[config.mk]
export PLATFORM = sky130hd
export DESIGN_NAME = prech_gpio_regs
export DESIGN_NICKNAME = d
export VERILOG_FILES = /design/src/prech_gpio_pkg.sv /design/src/pin_sync.sv /design/src/byte_reg.sv /design/src/prech_gpio_regs.sv
export SDC_FILE = /design/constraint.sdc
export NUM_CORES = 1
export LEC_CHECK = 0
export BUFFER_PORTS_ARGS = -buffer_cell sky130_fd_sc_hd__buf_2
export CORE_MARGIN = 4
export CORE_UTILIZATION = 52
export CTS_CLUSTER_SIZE = 30
export DETAILED_ROUTE_END_ITERATION = 16
export PLACE_DENSITY = 0.89
export SYNTH_ARGS = -nofsm -noshare
export SYNTH_HDL_FRONTEND = slang
export SYNTH_SLANG_ARGS = --single-unit
export TNS_END_PERCENT = 100
[constraint.sdc]
create_clock -name sys_clk -period 1.5 [get_ports sys_clk]
set_input_delay 0.225 -clock sys_clk [delete_from_list [all_inputs] [get_ports sys_clk]]
set_output_delay 0.225 -clock sys_clk [all_outputs]
set_load 0.05 [all_outputs]
[src/prech_gpio_pkg.sv]
package prech_gpio_pkg;

  // ----------------------------------------------------------------
  // Register offsets
  // ----------------------------------------------------------------
  localparam logic [7:0] ADDR_PIN_OUTPUT_VALUES    = 8'h0f;
  localparam logic [7:0] ADDR_PIN_INPUT_LEVELS     = 8'h10;
  localparam logic [7:0] ADDR_INPUT_PRECHARGE_CH01 = 8'h11;
  localparam logic [7:0] ADDR_INPUT_PRECHARGE_CH23 = 8'h12;
  localparam logic [7:0] ADDR_REF_POS_PRECHARGE    = 8'h13;
  localparam logic [7:0] ADDR_REF_NEG_PRECHARGE    = 8'h14;

  // ----------------------------------------------------------------
  // Reset values and writable masks
  // ----------------------------------------------------------------
  localparam logic [7:0] RST_PIN_OUTPUT_VALUES    = 8'h00;
  localparam logic [7:0] RST_PIN_INPUT_LEVELS     = 8'h00;
  localparam logic [7:0] RST_INPUT_PRECHARGE      = 8'hff;
  localparam logic [7:0] RST_REF_PRECHARGE        = 8'h00;
  localparam logic [7:0] MASK_PIN_DATA            = 8'h1f;
  localparam logic [7:0] MASK_INPUT_PRECHARGE     = 8'hff;
  localparam logic [7:0] MASK_REF_PRECHARGE       = 8'h33;
  localparam logic [7:0] READ_UNMAPPED            = 8'h00;

  // ----------------------------------------------------------------
  // Field positions
  // ----------------------------------------------------------------
  localparam int NUM_PINS          = 5;
  localparam int SYNC_STAGES       = 2;
  localparam int IN_BUF_LO_PLUS    = 0;
  localparam int IN_BUF_LO_MINUS   = 1;
  localparam int IN_BUF_HI_PLUS    = 2;
  localparam int IN_BUF_HI_MINUS   = 3;
  localparam int VREF_BUF_C0       = 0;
  localparam int VREF_BUF_C1       = 1;
  localparam int VREF_BUF_C2       = 4;
  localparam int VREF_BUF_C3       = 5;

  // ----------------------------------------------------------------
  // Carriers
  // ----------------------------------------------------------------
  typedef struct packed {
    logic       wr;
    logic       rd;
    logic [7:0] addr;
    logic [7:0] wdata;
  } reg_req_t;

  typedef struct packed {
    logic       rvalid;
    logic [7:0] rdata;
  } reg_rsp_t;

  typedef struct packed {
    logic       spi_control_mode;
    logic       user_pins_global_on;
    logic [4:0] dir;
  } pin_cfg_t;

  typedef struct packed {
    logic pin4_out_value;
    logic pin3_out_value;
    logic pin2_out_value;
    logic pin1_out_value;
    logic pin0_out_value;
  } pin_out_bits_t;

  typedef struct packed {
    logic pin4_in_level;
    logic pin3_in_level;
    logic pin2_in_level;
    logic pin1_in_level;
    logic pin0_in_level;
  } pin_in_bits_t;

  typedef struct packed {
    logic in_buf_c0_plus_on;
    logic in_buf_c0_minus_on;
    logic in_buf_c1_plus_on;
    logic in_buf_c1_minus_on;
    logic in_buf_c2_plus_on;
    logic in_buf_c2_minus_on;
    logic in_buf_c3_plus_on;
    logic in_buf_c3_minus_on;
    logic vref_plus_buf_c0;
    logic vref_plus_buf_c1;
    logic vref_plus_buf_c2;
    logic vref_plus_buf_c3;
    logic vref_minus_buf_c0;
    logic vref_minus_buf_c1;
    logic vref_minus_buf_c2;
    logic vref_minus_buf_c3;
  } precharge_t;

endpackage

[src/pin_sync.sv]
`timescale 1ns/100ps
module pin_sync #(
  parameter int WIDTH = 5
) (
  // Clock and reset
  input  wire logic             sys_clk,
  input  wire logic             srst,
  // Data
  input  wire logic [WIDTH-1:0] async_in,
  output logic      [WIDTH-1:0] sync_out
);
  import prech_gpio_pkg::*;

  typedef struct packed {
    logic [WIDTH-1:0] meta;
    logic [WIDTH-1:0] stable;
  } sync_state_t;

  sync_state_t state_ff;
  sync_state_t nxt_state;

  always_comb begin
    nxt_state        = state_ff;
    nxt_state.meta   = async_in;
    // Meta stage feeds only the second stage
    nxt_state.stable = state_ff.meta;
  end

  always_ff @(posedge sys_clk) begin
    if (srst) begin
      state_ff <= '0;
    end else begin
      state_ff <= nxt_state;
    end
  end

  assign sync_out = state_ff.stable;
endmodule

[src/byte_reg.sv]
`timescale 1ns/100ps
module byte_reg #(
  parameter logic [7:0] RST_VAL  = 8'h00,
  parameter logic [7:0] WR_MASK  = 8'hff,
  parameter bit         INVERT   = 1'b0
) (
  // Clock and reset
  input  wire logic       sys_clk,
  input  wire logic       srst,
  // Write port
  input  wire logic       wr_en,
  input  wire logic [7:0] wdata,
  // Stored value
  output logic      [7:0] value
);
  import prech_gpio_pkg::*;

  typedef struct packed {
    logic [7:0] value;
  } byte_state_t;

  byte_state_t state_ff;
  byte_state_t nxt_state;

  always_comb begin
    nxt_state = state_ff;
    if (wr_en) begin
      // Unassigned bits stay zero; inverted registers are masked by WR_MASK too
      nxt_state.value = (INVERT ? ~wdata : wdata) & WR_MASK;
    end
  end

  always_ff @(posedge sys_clk) begin
    if (srst) begin
      state_ff.value <= RST_VAL;
    end else begin
      state_ff <= nxt_state;
    end
  end

  assign value = state_ff.value;
endmodule

[src/prech_gpio_regs.sv]
`timescale 1ns/100ps
module prech_gpio_regs (
  // Clock and reset
  input  wire logic                          sys_clk,
  input  wire logic                          srst,
  // Register access from the control port
  input  wire prech_gpio_pkg::reg_req_t      reg_req,
  output prech_gpio_pkg::reg_rsp_t           reg_rsp,
  // Pin configuration from the neighbouring enable register
  input  wire prech_gpio_pkg::pin_cfg_t      pin_cfg,
  // General pins
  input  wire logic [4:0]                    pin_in,
  output logic      [4:0]                    pin_out,
  output logic      [4:0]                    pin_oe,
  // Precharge buffer enables
  output prech_gpio_pkg::precharge_t         prech
);
  import prech_gpio_pkg::*;

  // ----------------------------------------------------------------
  // Write and read decode
  // ----------------------------------------------------------------
  function automatic logic wr_hit(input reg_req_t req, input logic [7:0] addr);
    wr_hit = req.wr && (req.addr == addr);
  endfunction

  function automatic logic rd_hit(input reg_req_t req, input logic [7:0] addr);
    rd_hit = req.rd && (req.addr == addr);
  endfunction

  logic [7:0] out_values;
  logic [7:0] in_prech_ch01;
  logic [7:0] in_prech_ch23;
  logic [7:0] ref_pos;
  logic [7:0] ref_neg;
  logic [4:0] pin_sampled;

  // ----------------------------------------------------------------
  // Storage
  // ----------------------------------------------------------------
  byte_reg #(
    .RST_VAL (RST_PIN_OUTPUT_VALUES),
    .WR_MASK (MASK_PIN_DATA),
    .INVERT  (1'b0)
  ) u_out_values (
    .sys_clk (sys_clk),
    .srst    (srst),
    .wr_en   (wr_hit(reg_req, ADDR_PIN_OUTPUT_VALUES)),
    .wdata   (reg_req.wdata),
    .value   (out_values)
  );

  byte_reg #(
    .RST_VAL (RST_INPUT_PRECHARGE),
    .WR_MASK (MASK_INPUT_PRECHARGE),
    .INVERT  (1'b1)
  ) u_in_prech_ch01 (
    .sys_clk (sys_clk),
    .srst    (srst),
    .wr_en   (wr_hit(reg_req, ADDR_INPUT_PRECHARGE_CH01)),
    .wdata   (reg_req.wdata),
    .value   (in_prech_ch01)
  );

  byte_reg #(
    .RST_VAL (RST_INPUT_PRECHARGE),
    .WR_MASK (MASK_INPUT_PRECHARGE),
    .INVERT  (1'b1)
  ) u_in_prech_ch23 (
    .sys_clk (sys_clk),
    .srst    (srst),
    .wr_en   (wr_hit(reg_req, ADDR_INPUT_PRECHARGE_CH23)),
    .wdata   (reg_req.wdata),
    .value   (in_prech_ch23)
  );

  byte_reg #(
    .RST_VAL (RST_REF_PRECHARGE),
    .WR_MASK (MASK_REF_PRECHARGE),
    .INVERT  (1'b0)
  ) u_ref_pos (
    .sys_clk (sys_clk),
    .srst    (srst),
    .wr_en   (wr_hit(reg_req, ADDR_REF_POS_PRECHARGE)),
    .wdata   (reg_req.wdata),
    .value   (ref_pos)
  );

  byte_reg #(
    .RST_VAL (RST_REF_PRECHARGE),
    .WR_MASK (MASK_REF_PRECHARGE),
    .INVERT  (1'b0)
  ) u_ref_neg (
    .sys_clk (sys_clk),
    .srst    (srst),
    .wr_en   (wr_hit(reg_req, ADDR_REF_NEG_PRECHARGE)),
    .wdata   (reg_req.wdata),
    .value   (ref_neg)
  );

  // ----------------------------------------------------------------
  // Pin input synchroniser
  // ----------------------------------------------------------------
  pin_sync #(
    .WIDTH (NUM_PINS)
  ) u_pin_sync (
    .sys_clk  (sys_clk),
    .srst     (srst),
    .async_in (pin_in),
    .sync_out (pin_sampled)
  );

  // ----------------------------------------------------------------
  // Block state
  // ----------------------------------------------------------------
  typedef struct packed {
    logic [4:0] pin_out;
    logic [4:0] pin_oe;
    logic [4:0] in_level;
    reg_rsp_t   rsp;
  } top_state_t;

  top_state_t state_ff;
  top_state_t nxt_state;
  logic       pins_active;
  logic [4:0] out_en;

  // Pins are dead outside serial control or with the global enable off
  assign pins_active = pin_cfg.spi_control_mode && pin_cfg.user_pins_global_on;
  assign out_en      = pin_cfg.dir & {NUM_PINS{pins_active}};

  always_comb begin
    nxt_state          = state_ff;
    // Bit n of each data register is pin n
    nxt_state.pin_oe   = out_en;
    nxt_state.pin_out  = out_values[NUM_PINS-1:0] & out_en;
    // Outputs and disabled pins read as zero rather than echoing the pad
    nxt_state.in_level = pin_sampled & ~pin_cfg.dir & {NUM_PINS{pins_active}};
    nxt_state.rsp.rvalid = reg_req.rd;
    nxt_state.rsp.rdata  = READ_UNMAPPED;
    if (reg_req.rd) begin
      unique case (reg_req.addr)
        ADDR_PIN_OUTPUT_VALUES: begin
          nxt_state.rsp.rdata = out_values;
        end
        ADDR_PIN_INPUT_LEVELS: begin
          nxt_state.rsp.rdata = {3'h0, state_ff.in_level};
        end
        ADDR_INPUT_PRECHARGE_CH01: begin
          nxt_state.rsp.rdata = in_prech_ch01;
        end
        ADDR_INPUT_PRECHARGE_CH23: begin
          nxt_state.rsp.rdata = in_prech_ch23;
        end
        ADDR_REF_POS_PRECHARGE: begin
          nxt_state.rsp.rdata = ref_pos;
        end
        ADDR_REF_NEG_PRECHARGE: begin
          nxt_state.rsp.rdata = ref_neg;
        end
        default: begin
          nxt_state.rsp.rdata = READ_UNMAPPED;
        end
      endcase
    end
  end

  always_ff @(posedge sys_clk) begin
    if (srst) begin
      state_ff.pin_out  <= '0;
      state_ff.pin_oe   <= '0;
      state_ff.in_level <= RST_PIN_INPUT_LEVELS[NUM_PINS-1:0];
      state_ff.rsp      <= '0;
    end else begin
      state_ff <= nxt_state;
    end
  end

  // ----------------------------------------------------------------
  // Outputs
  // ----------------------------------------------------------------
  assign reg_rsp = state_ff.rsp;
  assign pin_out = state_ff.pin_out;
  assign pin_oe  = state_ff.pin_oe;

  always_comb begin
    prech                    = '0;
    prech.in_buf_c0_plus_on  = in_prech_ch01[IN_BUF_LO_PLUS];
    prech.in_buf_c0_minus_on = in_prech_ch01[IN_BUF_LO_MINUS];
    prech.in_buf_c1_plus_on  = in_prech_ch01[IN_BUF_HI_PLUS];
    prech.in_buf_c1_minus_on = in_prech_ch01[IN_BUF_HI_MINUS];
    prech.in_buf_c2_plus_on  = in_prech_ch23[IN_BUF_LO_PLUS];
    prech.in_buf_c2_minus_on = in_prech_ch23[IN_BUF_LO_MINUS];
    prech.in_buf_c3_plus_on  = in_prech_ch23[IN_BUF_HI_PLUS];
    prech.in_buf_c3_minus_on = in_prech_ch23[IN_BUF_HI_MINUS];
    prech.vref_plus_buf_c0   = ref_pos[VREF_BUF_C0];
    prech.vref_plus_buf_c1   = ref_pos[VREF_BUF_C1];
    prech.vref_plus_buf_c2   = ref_pos[VREF_BUF_C2];
    prech.vref_plus_buf_c3   = ref_pos[VREF_BUF_C3];
    prech.vref_minus_buf_c0  = ref_neg[VREF_BUF_C0];
    prech.vref_minus_buf_c1  = ref_neg[VREF_BUF_C1];
    prech.vref_minus_buf_c2  = ref_neg[VREF_BUF_C2];
    prech.vref_minus_buf_c3  = ref_neg[VREF_BUF_C3];
  end
endmodule

Word level (Yosys, flattened, before mapping)
Cells that the tools add are included.
{ "totals": {"reg_bits": 63, "elab_cells": 33} }
{ "classes": {"n_eq_ne": 6, "n_reduce_logical": 7, "n_bitwise": 7, "n_mux": 1} }
{ "ops": {"columns": ["operator", "n"], "rows": [
  ["8-bit one-hot mux with 6 select lines", 1],
  ["8-bit by 5-bit == test with 1-bit output (second input constant)", 5],
  ["5-bit bitwise AND", 4],
  ["8-bit by 4-bit == test with 1-bit output (second input constant)", 1],
  ["8-bit inverter", 1],
  ["1-bit logical AND", 6],
  ["5-bit inverter", 1],
  ["2-bit OR reduction", 1],
  ["1-bit inverter", 1]
]} }

Longest topological paths before layout
Gate-level depths: netlist of the first run.
{ "depth": {"depth_word": 3, "mapped_depth": 6, "depth_no_buf": 4} }

By module
Synthesis of the first run repeated with hierarchy kept, for this count alone.
{ "hier_totals": {"hier_cells": 256, "area_unflattened_um2": 2615.0} }
{ "modules_own_cells": {"columns": ["module", "area_per_inst_um2", "seq_area_each_um2", "n_inst", "cells_per_inst"], "rows": [
  ["prech_gpio_regs", 1167.4, 480.5, 1, 112],
  ["byte_reg (u_in_prech_ch01 ...)", 315.3, 160.2, 2, 34],
  ["byte_reg (u_ref_neg ...)", 173.9, 80.1, 2, 18],
  ["pin_sync", 262.8, 200.2, 1, 20],
  ["byte_reg (u_out_values)", 206.4, 100.1, 1, 20]
]} }

Worst setup path after synthesis of the first run
No wires, ideal clock.
{ "synth_path": {"kind": "register to register", "startpoint": "reg u_ref_pos.value[1] (netlist name)", "endpoint": "reg state_ff, in the netlist reg_rsp[1]", "path_buffers": 0, "t_arrival_ns": 1.238, "path_stages_with_launch": 4, "path_slack_ns": 0.138, "required_time_ns": 1.376, "setup_ns": 0.124, "cell_sequence": "dfxtp_1 mux4_2 a222oi_1 nor2_1"} }
{ "synth_via": {"elab_chain_len": 1} }
{ "synth_rtl": {"columns": ["item", "line", "rtl"], "rows": [
  ["8-bit one-hot mux with 6 select lines", "prech_gpio_regs.sv:142", "unique case (reg_req.addr)"],
  ["end signal: assignment", "prech_gpio_regs.sv:175", "state_ff <= nxt_state;"],
  ["end: declaration", "prech_gpio_regs.sv:123", "top_state_t state_ff;"]
]} }
No other way between the ends.
A chain may end at the register's enable or synchronous reset.

Final worst setup path of the first run
{ "layout_path": {"startpoint": "reg u_in_prech_ch23.value[1] (netlist name)", "endpoint": "out prech[10] (netlist name)"} }
{ "layout_rtl": {"columns": ["item", "line", "rtl"], "rows": [
  ["end: declaration", "prech_gpio_regs.sv:16", "output prech_gpio_pkg::precharge_t prech"]
]} }
No word-level cell between the ends.

==> impl_metrics.toml, run 1 <==
[timing]
fin_setup_tns_ns = 0
finalCritPeriodShare_pct = 83.4
fin_skew_ns = 0.00414
worst_pin_slew_ns = 0.430
maxSlewViolCount = 0
rsz0062_at_grt = "false"
setup_violations = 0
fin_crit_ns = 1.25
fmax_mhz = 799
slew_headroom_pct = 71.2
hold_viol = 0

[setup_path]
r2r_setup_slack_ns = 0.27
crit_buf_inv = 1
cp.arrival_ns = 1.03
r2r-start = "u_in_prech_ch23.value[1]"
critPathRequiredTime_ns = 1.27
crit_fanout = 3
path_cells = "buf_2"
rr_endpoint = "reg_rsp[1]"
worst_setup_path_end_kind = "primary output"
crit_slowest_cell = "dfxtp_1"
cpPeakStageDelay_ns = 0.40
reg2regPathDepth = 3
cp-start-kind = "flip-flop"
crit_family = "flip-flops"
path_class = "reg -> out"

[die]
io-pin-count = 67
die_h_um = 77.8
rows = 25
start_util_pct = 53.6
dieWidth_um = 77.8
core_um2 = 4720
die_area_um2 = 6050

[layout]
diodes = 0
nNetsFinal = 316
syn_to_final_growth_pct = 16.3
drive_gt1_share_pct = 40.5
fin_area_um2 = 2940

[clocking]
htreeDepth = 3
cts_hold_buf = 0
clk_latency_ns = 0.34
clock_sinks = 63
cts_buffers = 9
clockBufferDepth = 2
post_cts_resized = 0
clk_pin_slew_worst_paths_ns = 0.07
post_cts_buffers = 0
root_buffer = "clkbuf_8"
cts_tree = "done"

[global_routing]
grt_max_degree = 21
grt_first_pass_wirelength_um = 8420
grt_pass1_vias = 1754
antenna_found_initial = 0
grt_util_all_layers_pct = 18.4
overflow = 0

[placement]
portBuffers = 66
place_hpwl_um = 3880
post_dp_cell_area_um2 = 2750
routabilityCongestion = 0.869

[synth]
ys_seq_area_share_pct = 49.8
synth-xor-area-share_pct = 0
syn_nets = 266
synthSimpleGateAreaFrac_pct = 19.4
synth_top_cell_area_share_pct = 49.8
yosysWarningCount = 0
synth_ff_type = "dfxtp_1"
syn_area_um2 = 2530
synth.most_common_cell = "dfxtp_1"
synthTopCellsByArea = "dfxtp_1, buf_4, mux2i_1, nor2_1, a211o_2"
synth_edf_count = 0
synth_seq_cells = 63
ys_types = 34
synth_top_family_by_area = "simple AND/OR/NAND/NOR gates"
async_reset_ff_share_pct = 0
yosysTopAreaCell = "dfxtp_1"
synth.mux.area_fraction_pct = 10.6
synth_cells = 234
synth_fa_ha_area_share_pct = 0
yosys-top-cells-count = "dfxtp_1, nor2_1, buf_4"
avgSynthCellArea_um2 = 10.8
synth_compound_area_share_pct = 9.24

[outcome]
status = "finished clean"

[min_path]
hold_start = "pin_cfg[4]"
hold_path.class = "in -> reg"
hold_end = "state_ff[13]"
hold_depth = 2

[detailed_routing]
avgViaCountPerCell = 5.10
wl_met3_um = 321
drt_pass1_iterations = 5
vias = 1815
route.detailed.drc = 0
top_layer_used = "met4"
wl_met1_um = 2260
route.met2.wl_um = 2450
routedWlPerCell_um = 14.7
drt_iter0_markers = 98
ant_nets = 0
routed_wl_um = 5220

[power_and_ir_drop]
power-per-cell-area_nw_per_um2 = 1140
ir_drop_v = 0.000686
power.leakage_nw = 1.41

[flow_run]
cap_violations = 0
cell usage in the layout, fill, tap and decap left out, types with 3 or more instances in the layout:
cell type	netlist	layout
and2_1	5	5
a22oi_1	7	7
dfxtp_1	63	63
buf_4	28	10
nor2_1	36	36
mux2i_1	19	19
nor3b_1	5	5
nor2b_1	12	12
a211o_2	12	12
buf_2	0	66
clkbuf_8	0	9
and3_1	5	5
mux4_2	3	3
state kept, by name, indices dropped and copies added (netlist names):
name	count
u_pin_sync.nxt_state	5
state_ff	5
u_ref_pos.value	4
u_pin_sync.sync_out	5
u_ref_neg.value	4
pin_out	5
pin_oe	5
reg_rsp	9
u_out_values.value	5
u_in_prech_ch01.value	8
u_in_prech_ch23.value	8
worst max path at each step:
stage | startpoint | end | slack, ns | cells after the start
finish | u_in_prech_ch23.value[1] | prech[10] | 0.25 | 1
global route | u_in_prech_ch23.value[1] | reg_rsp[1] | 0.21 | 3
CTS | u_in_prech_ch23.value[1] | prech[10] | 0.24 | 1
detailed placement | reg_req[13] | u_out_values.value[1] | 0.02 | 6
global placement | reg_req[13] | u_out_values.value[2] | 0.07 | 6
floorplan | u_ref_pos.value[1] | reg_rsp[1] | 0.14 | 3
cell type report:
type                            instances  area [µm²]
Clock inverter                          7        72.6
Inverter                                1        3.75
Sequential cell                        63        1260
Multi-Input combinational cell        133         993
Fill cell                             397        1780
Tap cell                               67        83.8
Timing Repair Buffer                   76         405
Clock buffer                            9         124
cells by family (layout without fill, tap and decap cells):
logic type      Yosys count  after routing
flops                    63             63
buf+inv                  38             93
simple gates             83             83
mux                      23             23
compound gates           27             27
routing by layer:
metal | track usage (%) | up-vias
met5 | 0 | -
met4 | 13.7 | 0
met3 | 4.06 | 13
met2 | 29.5 | 66
met1 | 21.3 | 846
li1 | - | 890
report_power, final:
part	leakage, nW	switching (W)	internal [W]
logic	0.802	0.000119	0.0000896
registers	0.511	0.00000445	0.00169
clock network	0.0956	0.000670	0.000768
total	1.41	0.000794	0.00255
through the flow:
step,setup slack [ns],total power (W),hold WS (ns),util (%),instances
after floorplan,0.138,0.00186,0.301,-,234
after CTS,0.244,0.00337,0.0557,62.3,356
final,0.249,0.00334,0.0689,62.3,356
after detailed placement,0.0183,0.00194,0.418,58.2,340
after global placement,0.0737,0.00194,0.420,58.2,340
after global routing,0.205,0.00345,0.0567,62.3,356
Note: power is estimated with default switching activity, not from simulation.
==> inputs of run 2 (changes only) <==
--- a/config.mk
+++ b/config.mk
@@ -5,12 +5,13 @@
 export SDC_FILE = /design/constraint.sdc
 export NUM_CORES = 1
 export LEC_CHECK = 0
+export ABC_AREA = 1
 export BUFFER_PORTS_ARGS = -buffer_cell sky130_fd_sc_hd__buf_2
 export CORE_MARGIN = 4
-export CORE_UTILIZATION = 52
+export CORE_UTILIZATION = 47
 export CTS_CLUSTER_SIZE = 30
 export DETAILED_ROUTE_END_ITERATION = 16
-export PLACE_DENSITY = 0.89
+export PLACE_DENSITY = 0.85
 export SYNTH_ARGS = -nofsm -noshare
 export SYNTH_HDL_FRONTEND = slang
 export SYNTH_SLANG_ARGS = --single-unit
==> constraint.sdc (replaced) <==
create_clock -name sys_clk -period 1.1 [get_ports sys_clk]
set_input_delay 0.165 -clock sys_clk [delete_from_list [all_inputs] [get_ports sys_clk]]
set_output_delay 0.165 -clock sys_clk [all_outputs]
set_load 0.05 [all_outputs]
==> run 2 against run 1 <==
Critical endpoint is now prech[5]. Die area is 15% higher. Largest cell class unchanged. Worst hold slack worse by 0.055 ns. Cell count is 33% higher. Global-route usage is 0.72 points higher. Clock skew hardly changed. Critical path depth stayed put. First-iteration DRC count is 77% higher.
==> impl_metrics.toml, run 2 <==
[clocking]
clk_pin_slew_worst_paths_ns = 0.07
post_cts_resized = 28
clock_sinks = 63
cts_tree = "done"
root_buffer = "clkbuf_8"
clockBufferDepth = 2
post_cts_buffers = 0
clk_latency_ns = 0.34
cts_buffers = 9
htreeDepth = 3
cts_hold_buf = 0

[global_routing]
grt_pass1_vias = 2370
grt_first_pass_wirelength_um = 10600
grt_util_all_layers_pct = 19.1
antenna_found_initial = 0
overflow = 0
grt_max_degree = 21

[setup_path]
worst-path-stages = 1
crit_family = "flip-flops"
reg2regPathDepth = 2
rr_endpoint = "pin_out[0]"
crit_fanout = 3
crit_start = "u_ref_pos.value[4]"
crit_slowest_cell = "dfxtp_1"
crit_buf_inv = 1
worst_setup_path_end_kind = "primary output"
path_class = "reg -> out"
r2r-start = "u_out_values.value[0]"
cp-start-kind = "flip-flop"
path_cells = "buf_6"
cpPeakStageDelay_ns = 0.39
critPathRequiredTime_ns = 0.94
r2r_setup_slack_ns = 0.29
cp.arrival_ns = 0.91

[layout]
syn_to_final_growth_pct = 23.7
nNetsFinal = 429
diodes = 0
n_fill_cell = 441
final_common_cell = "dfxtp_1"
largest_reg_flops = 9
drive_gt1_share_pct = 33.8
mostFrequentLayoutCells = "dfxtp_1, nand2_1, buf_2"
fin_util_pct = 60.2

[detailed_routing]
vias = 2320
drt_iter0_markers = 173
route.detailed.drc = 0
drt_pass1_iterations = 4
ant_nets = 0
routedWlPerCell_um = 13.8
avgViaCountPerCell = 4.89
routed_wl_um = 6550

[power_and_ir_drop]
internal-power_w = 0.00353
power-per-cell-area_nw_per_um2 = 1400
power.leakage_nw = 1.47
pwr-share-clk_pct = 43.1
netSwitchingFraction_pct = 23.9
power.switching_w = 0.00111
pwr-share-comb_pct = 7.0
seq_power_share_pct = 50.0
ir_drop_v = 0.000842

[synth]
synthTopCellsByArea = "dfxtp_1, buf_4, nand3_1, a21oi_1, nand2_1"
synth_top_cell_area_share_pct = 47.0
syn_area_um2 = 2680
yosysWarningCount = 0
synth_ff_type = "dfxtp_1"
synth_edf_count = 0
ys_types = 26
avgSynthCellArea_um2 = 7.91
synth_cells = 339
async_reset_ff_share_pct = 0
synth_seq_cells = 63
yosysTopAreaCell = "dfxtp_1"
syn_nets = 371
ys_seq_area_share_pct = 47.0
synth.most_common_cell = "dfxtp_1"
yosys-top-cells-count = "dfxtp_1, nand2_1, inv_1"

[timing]
maxSlewViolCount = 0
fin_crit_ns = 1.07
worst_pin_slew_ns = 0.464
fin_setup_tns_ns = 0
setup_violations = 0
finalCritPeriodShare_pct = 97.4
rsz0062_at_grt = "false"
hold_viol = 0
fmax_mhz = 934
fin_skew_ns = 0.00425
slew_headroom_pct = 69.0

[placement]
routabilityCongestion = 0.859
place_hpwl_um = 4740
portBuffers = 66

[min_path]
hold_end = "u_in_prech_ch01.value[6]"
hold_start = "reg_req[6]"
hold_path.class = "in -> reg"
hold_depth = 2

[die]
dieWidth_um = 83.5
die_area_um2 = 6980
die_h_um = 83.5
core_um2 = 5510
io-pin-count = 67
rows = 27
start_util_pct = 48.7

[outcome]
status = "finished clean"

[flow_run]
cap_violations = 0
## run 2: changes by cell type after synthesis, moves of 7 or more
cell	change
a211o_2	-12
a21oi_1	+31
a22oi_1	-7
inv_1	+36
mux2i_1	-19
nand2_1	+39
nand3_1	+30
nor2b_1	-12
nor3_1	+7
o21ai_0	+7
o21ai_1	+17
## run 2: layer usage
layer  vias up  track usage (%)  routed length (µm)
met5         -                0                   0
met3        16             7.21                 428
met1      1052             22.2                2790
met4         0             9.21                 178
li1       1179                -                   -
met2        73             30.9                3150
## run 2: worst max path at each step
stage	end	slack, ns
4_1_cts	prech[14]	0.001
5_1_grt	pin_out[3]	0.001
3_5_place_dp	u_in_prech_ch01.value[1]	-0.21
2_1_floorplan	u_in_prech_ch01.value[5]	0.01
3_3_place_gp	u_ref_neg.value[1]	-0.10
6_report	prech[5]	0.03
## run 2: through the flow
stage                     area (µm²)  cells  hold slack [ns]  setup slack [ns]  power [W]
after global placement          2980    458            0.369            -0.105    0.00267
after CTS                       3250    474          0.00704           0.00114    0.00465
after floorplan                 2680    339            0.261            0.0105    0.00255
final                           3320    474           0.0138            0.0291    0.00463
after detailed placement        2980    458            0.371            -0.212    0.00268
after global routing            3320    474          0.00231          0.000968    0.00480
## run 2: final cells by class
class / instances / area [µm²] / area share (%)
timing repair buffer: 86 / 621 / 18.7
clock inverter: 5 / 56.3 / 1.70
clock buffer: 11 / 141 / 4.26
multi-input combinational: 197 / 982 / 29.6
sequential: 63 / 1280 / 38.5
inverter: 40 / 150 / 4.53
tap: 72 / 90.1 / 2.72
## run 2: kinds of logic after synthesis
group,count (synthesis),synth area share (%)
buf+inv,79,16.3
compound gates,59,11.3
simple gates,138,25.3
flops,63,47.0
## run 2: power by group through the flow
stage          clock network (W)  logic [W]  registers, W
2_1_floorplan                  0   0.000187       0.00237
3_3_place_gp                   0   0.000307       0.00237
3_5_place_dp                   0   0.000314       0.00237
4_1_cts                  0.00201   0.000317       0.00232
5_1_grt                  0.00213   0.000355       0.00232
6_report                 0.00200   0.000323       0.00232
==> inputs of run 3 (changes only) <==
--- a/config.mk
+++ b/config.mk
@@ -7,8 +7,10 @@
 export LEC_CHECK = 0
 export ABC_AREA = 1
 export BUFFER_PORTS_ARGS = -buffer_cell sky130_fd_sc_hd__buf_2
+export CELL_PAD_IN_SITES_DETAIL_PLACEMENT = 2
+export CELL_PAD_IN_SITES_GLOBAL_PLACEMENT = 2
 export CORE_MARGIN = 4
-export CORE_UTILIZATION = 47
+export CORE_UTILIZATION = 27
 export CTS_CLUSTER_SIZE = 30
 export DETAILED_ROUTE_END_ITERATION = 16
 export PLACE_DENSITY = 0.85
==> run 3 against run 2 <==
Setup slack barely moved. Fmax hardly changed. Critical path depth is 7 higher. Power is 1.3% higher. Sequential power is essentially flat. Cell count up 13%. Largest cell class unchanged.
==> impl_metrics.toml, run 3 (synthesis gave the netlist of run 2 again) <==
[die]
core_um2 = 9730
io-pin-count = 67
die_area_um2 = 11600
rows = 36
start_util_pct = 27.6
dieWidth_um = 108
die_h_um = 108

[clocking]
cts_tree = "done"
clk_pin_slew_worst_paths_ns = 0.07
htreeDepth = 3
root_buffer = "clkbuf_8"
clk_latency_ns = 0.34
cts_hold_buf = 0
clockBufferDepth = 2
clock_sinks = 63
cts_buffers = 9

[global_routing]
grt_util_all_layers_pct = 15.5
busiest_layer = "met2"
grt_first_pass_wirelength_um = 13600
overflow = 0
met2_usage_pct = 28.5
antenna_found_initial = 0
met3_usage_pct = 4.62
use_met1_pct = 17.6
grt_pass1_vias = 2652
grt_max_degree = 17

[placement]
portBuffers = 66
place_hpwl_um = 6500
routabilityCongestion = 0.759

[detailed_routing]
drt_pass1_iterations = 4
vias = 2408
routed_wl_um = 8720
avgViaCountPerCell = 4.48
drt_iter0_markers = 50
routedWlPerCell_um = 16.2
route.detailed.drc = 0
ant_nets = 0

[layout]
diodes = 0
nNetsFinal = 431
fin_util_pct = 35.6
final_common_cell = "dfxtp_1"
n_fill_cell = 1131
largest_reg_flops = 9
drive_gt1_share_pct = 35.6
mostFrequentLayoutCells = "dfxtp_1, nand2_1, inv_1"
syn_to_final_growth_pct = 29.4

[power_and_ir_drop]
power.leakage_nw = 1.48
p_total_w = 0.00469
power-per-cell-area_nw_per_um2 = 1350
ir_drop_v = 0.000624

[timing]
rsz0062_at_grt = "true"
setup_violations = 0
fin_skew_ns = 0.00741
worst_pin_slew_ns = 0.346
hold_viol = 0
maxSlewViolCount = 0
fin_crit_ns = 1.07
finalCritPeriodShare_pct = 97.3
fin_setup_tns_ns = 0
fmax_mhz = 934
slew_headroom_pct = 76.9

[outcome]
status = "finished clean"

[setup_path]
path_cells = "buf_2 > inv_1 > nand2_1 > nor2_2 > buf_4 > nand3_4 > a21oi_1 > o21ai_1"
cpPeakStageDelay_ns = 0.21
worst_setup_path_end_kind = "flip-flop"
cp.arrival_ns = 1.29
crit_fanout = 16
r2r_setup_slack_ns = 0.15
cp-start-kind = "input port"
crit_slowest_cell = "a21oi_1"
path_class = "in -> reg"
critPathRequiredTime_ns = 1.32

[flow_run]
cap_violations = 0

[min_path]
hold_path.class = "in -> reg"
run 3: cell count changes in the layout (fill, tap and decap cells not counted), moves of 2 or more:
| cell | before | now |
|---|---|---|
| buf_2 | 39 | 31 |
| dfxtp_1 | 51 | 47 |
| buf_4 | 19 | 24 |
| buf_12 | 1 | 3 |
| dfxtp_2 | 12 | 16 |
| buf_6 | 16 | 18 |
run 3: report_power, final:
part           internal [W]  total, W  switching, W
registers           0.00231   0.00232    0.00000845
logic              0.000128  0.000363      0.000235
clock network       0.00109   0.00202      0.000920
run 3: final timing paths:
check                          startpoint                        to  cells after the start
setup reg to reg    u_out_values.value[3]                reg_rsp[3]                      4
hold reg to reg   u_pin_sync.nxt_state[0]    u_pin_sync.sync_out[0]                      2
setup / recovery              reg_req[13]  u_in_prech_ch23.value[1]                      8
hold / removal                 reg_req[7]  u_in_prech_ch23.value[7]                      2
run 3: area by class of cell:
class | instances | area, µm² | share of cell area [%]
Clock inverter | 6 | 60.1 | 1.73
Inverter | 40 | 150 | 4.33
Multi-Input combinational cell | 197 | 985 | 28.4
Sequential cell | 63 | 1280 | 36.9
Tap cell | 133 | 166 | 4.80
Timing Repair Buffer | 88 | 688 | 19.8
Clock buffer | 10 | 138 | 3.97
run 3: per-layer routing:
metal | part of all wire, % | vias up
li1 | - | 1186
met1 | 42 | 1161
met2 | 53 | 55
met3 | 4.7 | 6
met4 | 0.75 | 0
met5 | 0 | -
run 3: stage by stage:
step           hold slack, ns  cell area (µm²)  instances  worst slack (ns)
5_1_grt               0.00498             3470        537           -0.0490
2_1_floorplan           0.261             2680        339            0.0105
3_5_place_dp            0.375             3090        520            -0.283
4_1_cts               0.00515             3390        536         0.0000184
6_report               0.0193             3470        537            0.0292
3_3_place_gp            0.370             3090        520            -0.201
run 3: worst max-delay path: cells and delay by family:
family / cells / cell delay (ns)
and+or+nand+nor: 3 / 0.47
AOI/OAI and AO/OA: 2 / 0.30
buffers and inverters: 3 / 0.35
run 3: what timing repair did:
item	in CTS	in global routing
buffers inserted	0	1
gates resized for setup	40	31
endpoints found under the setup margin	23	37
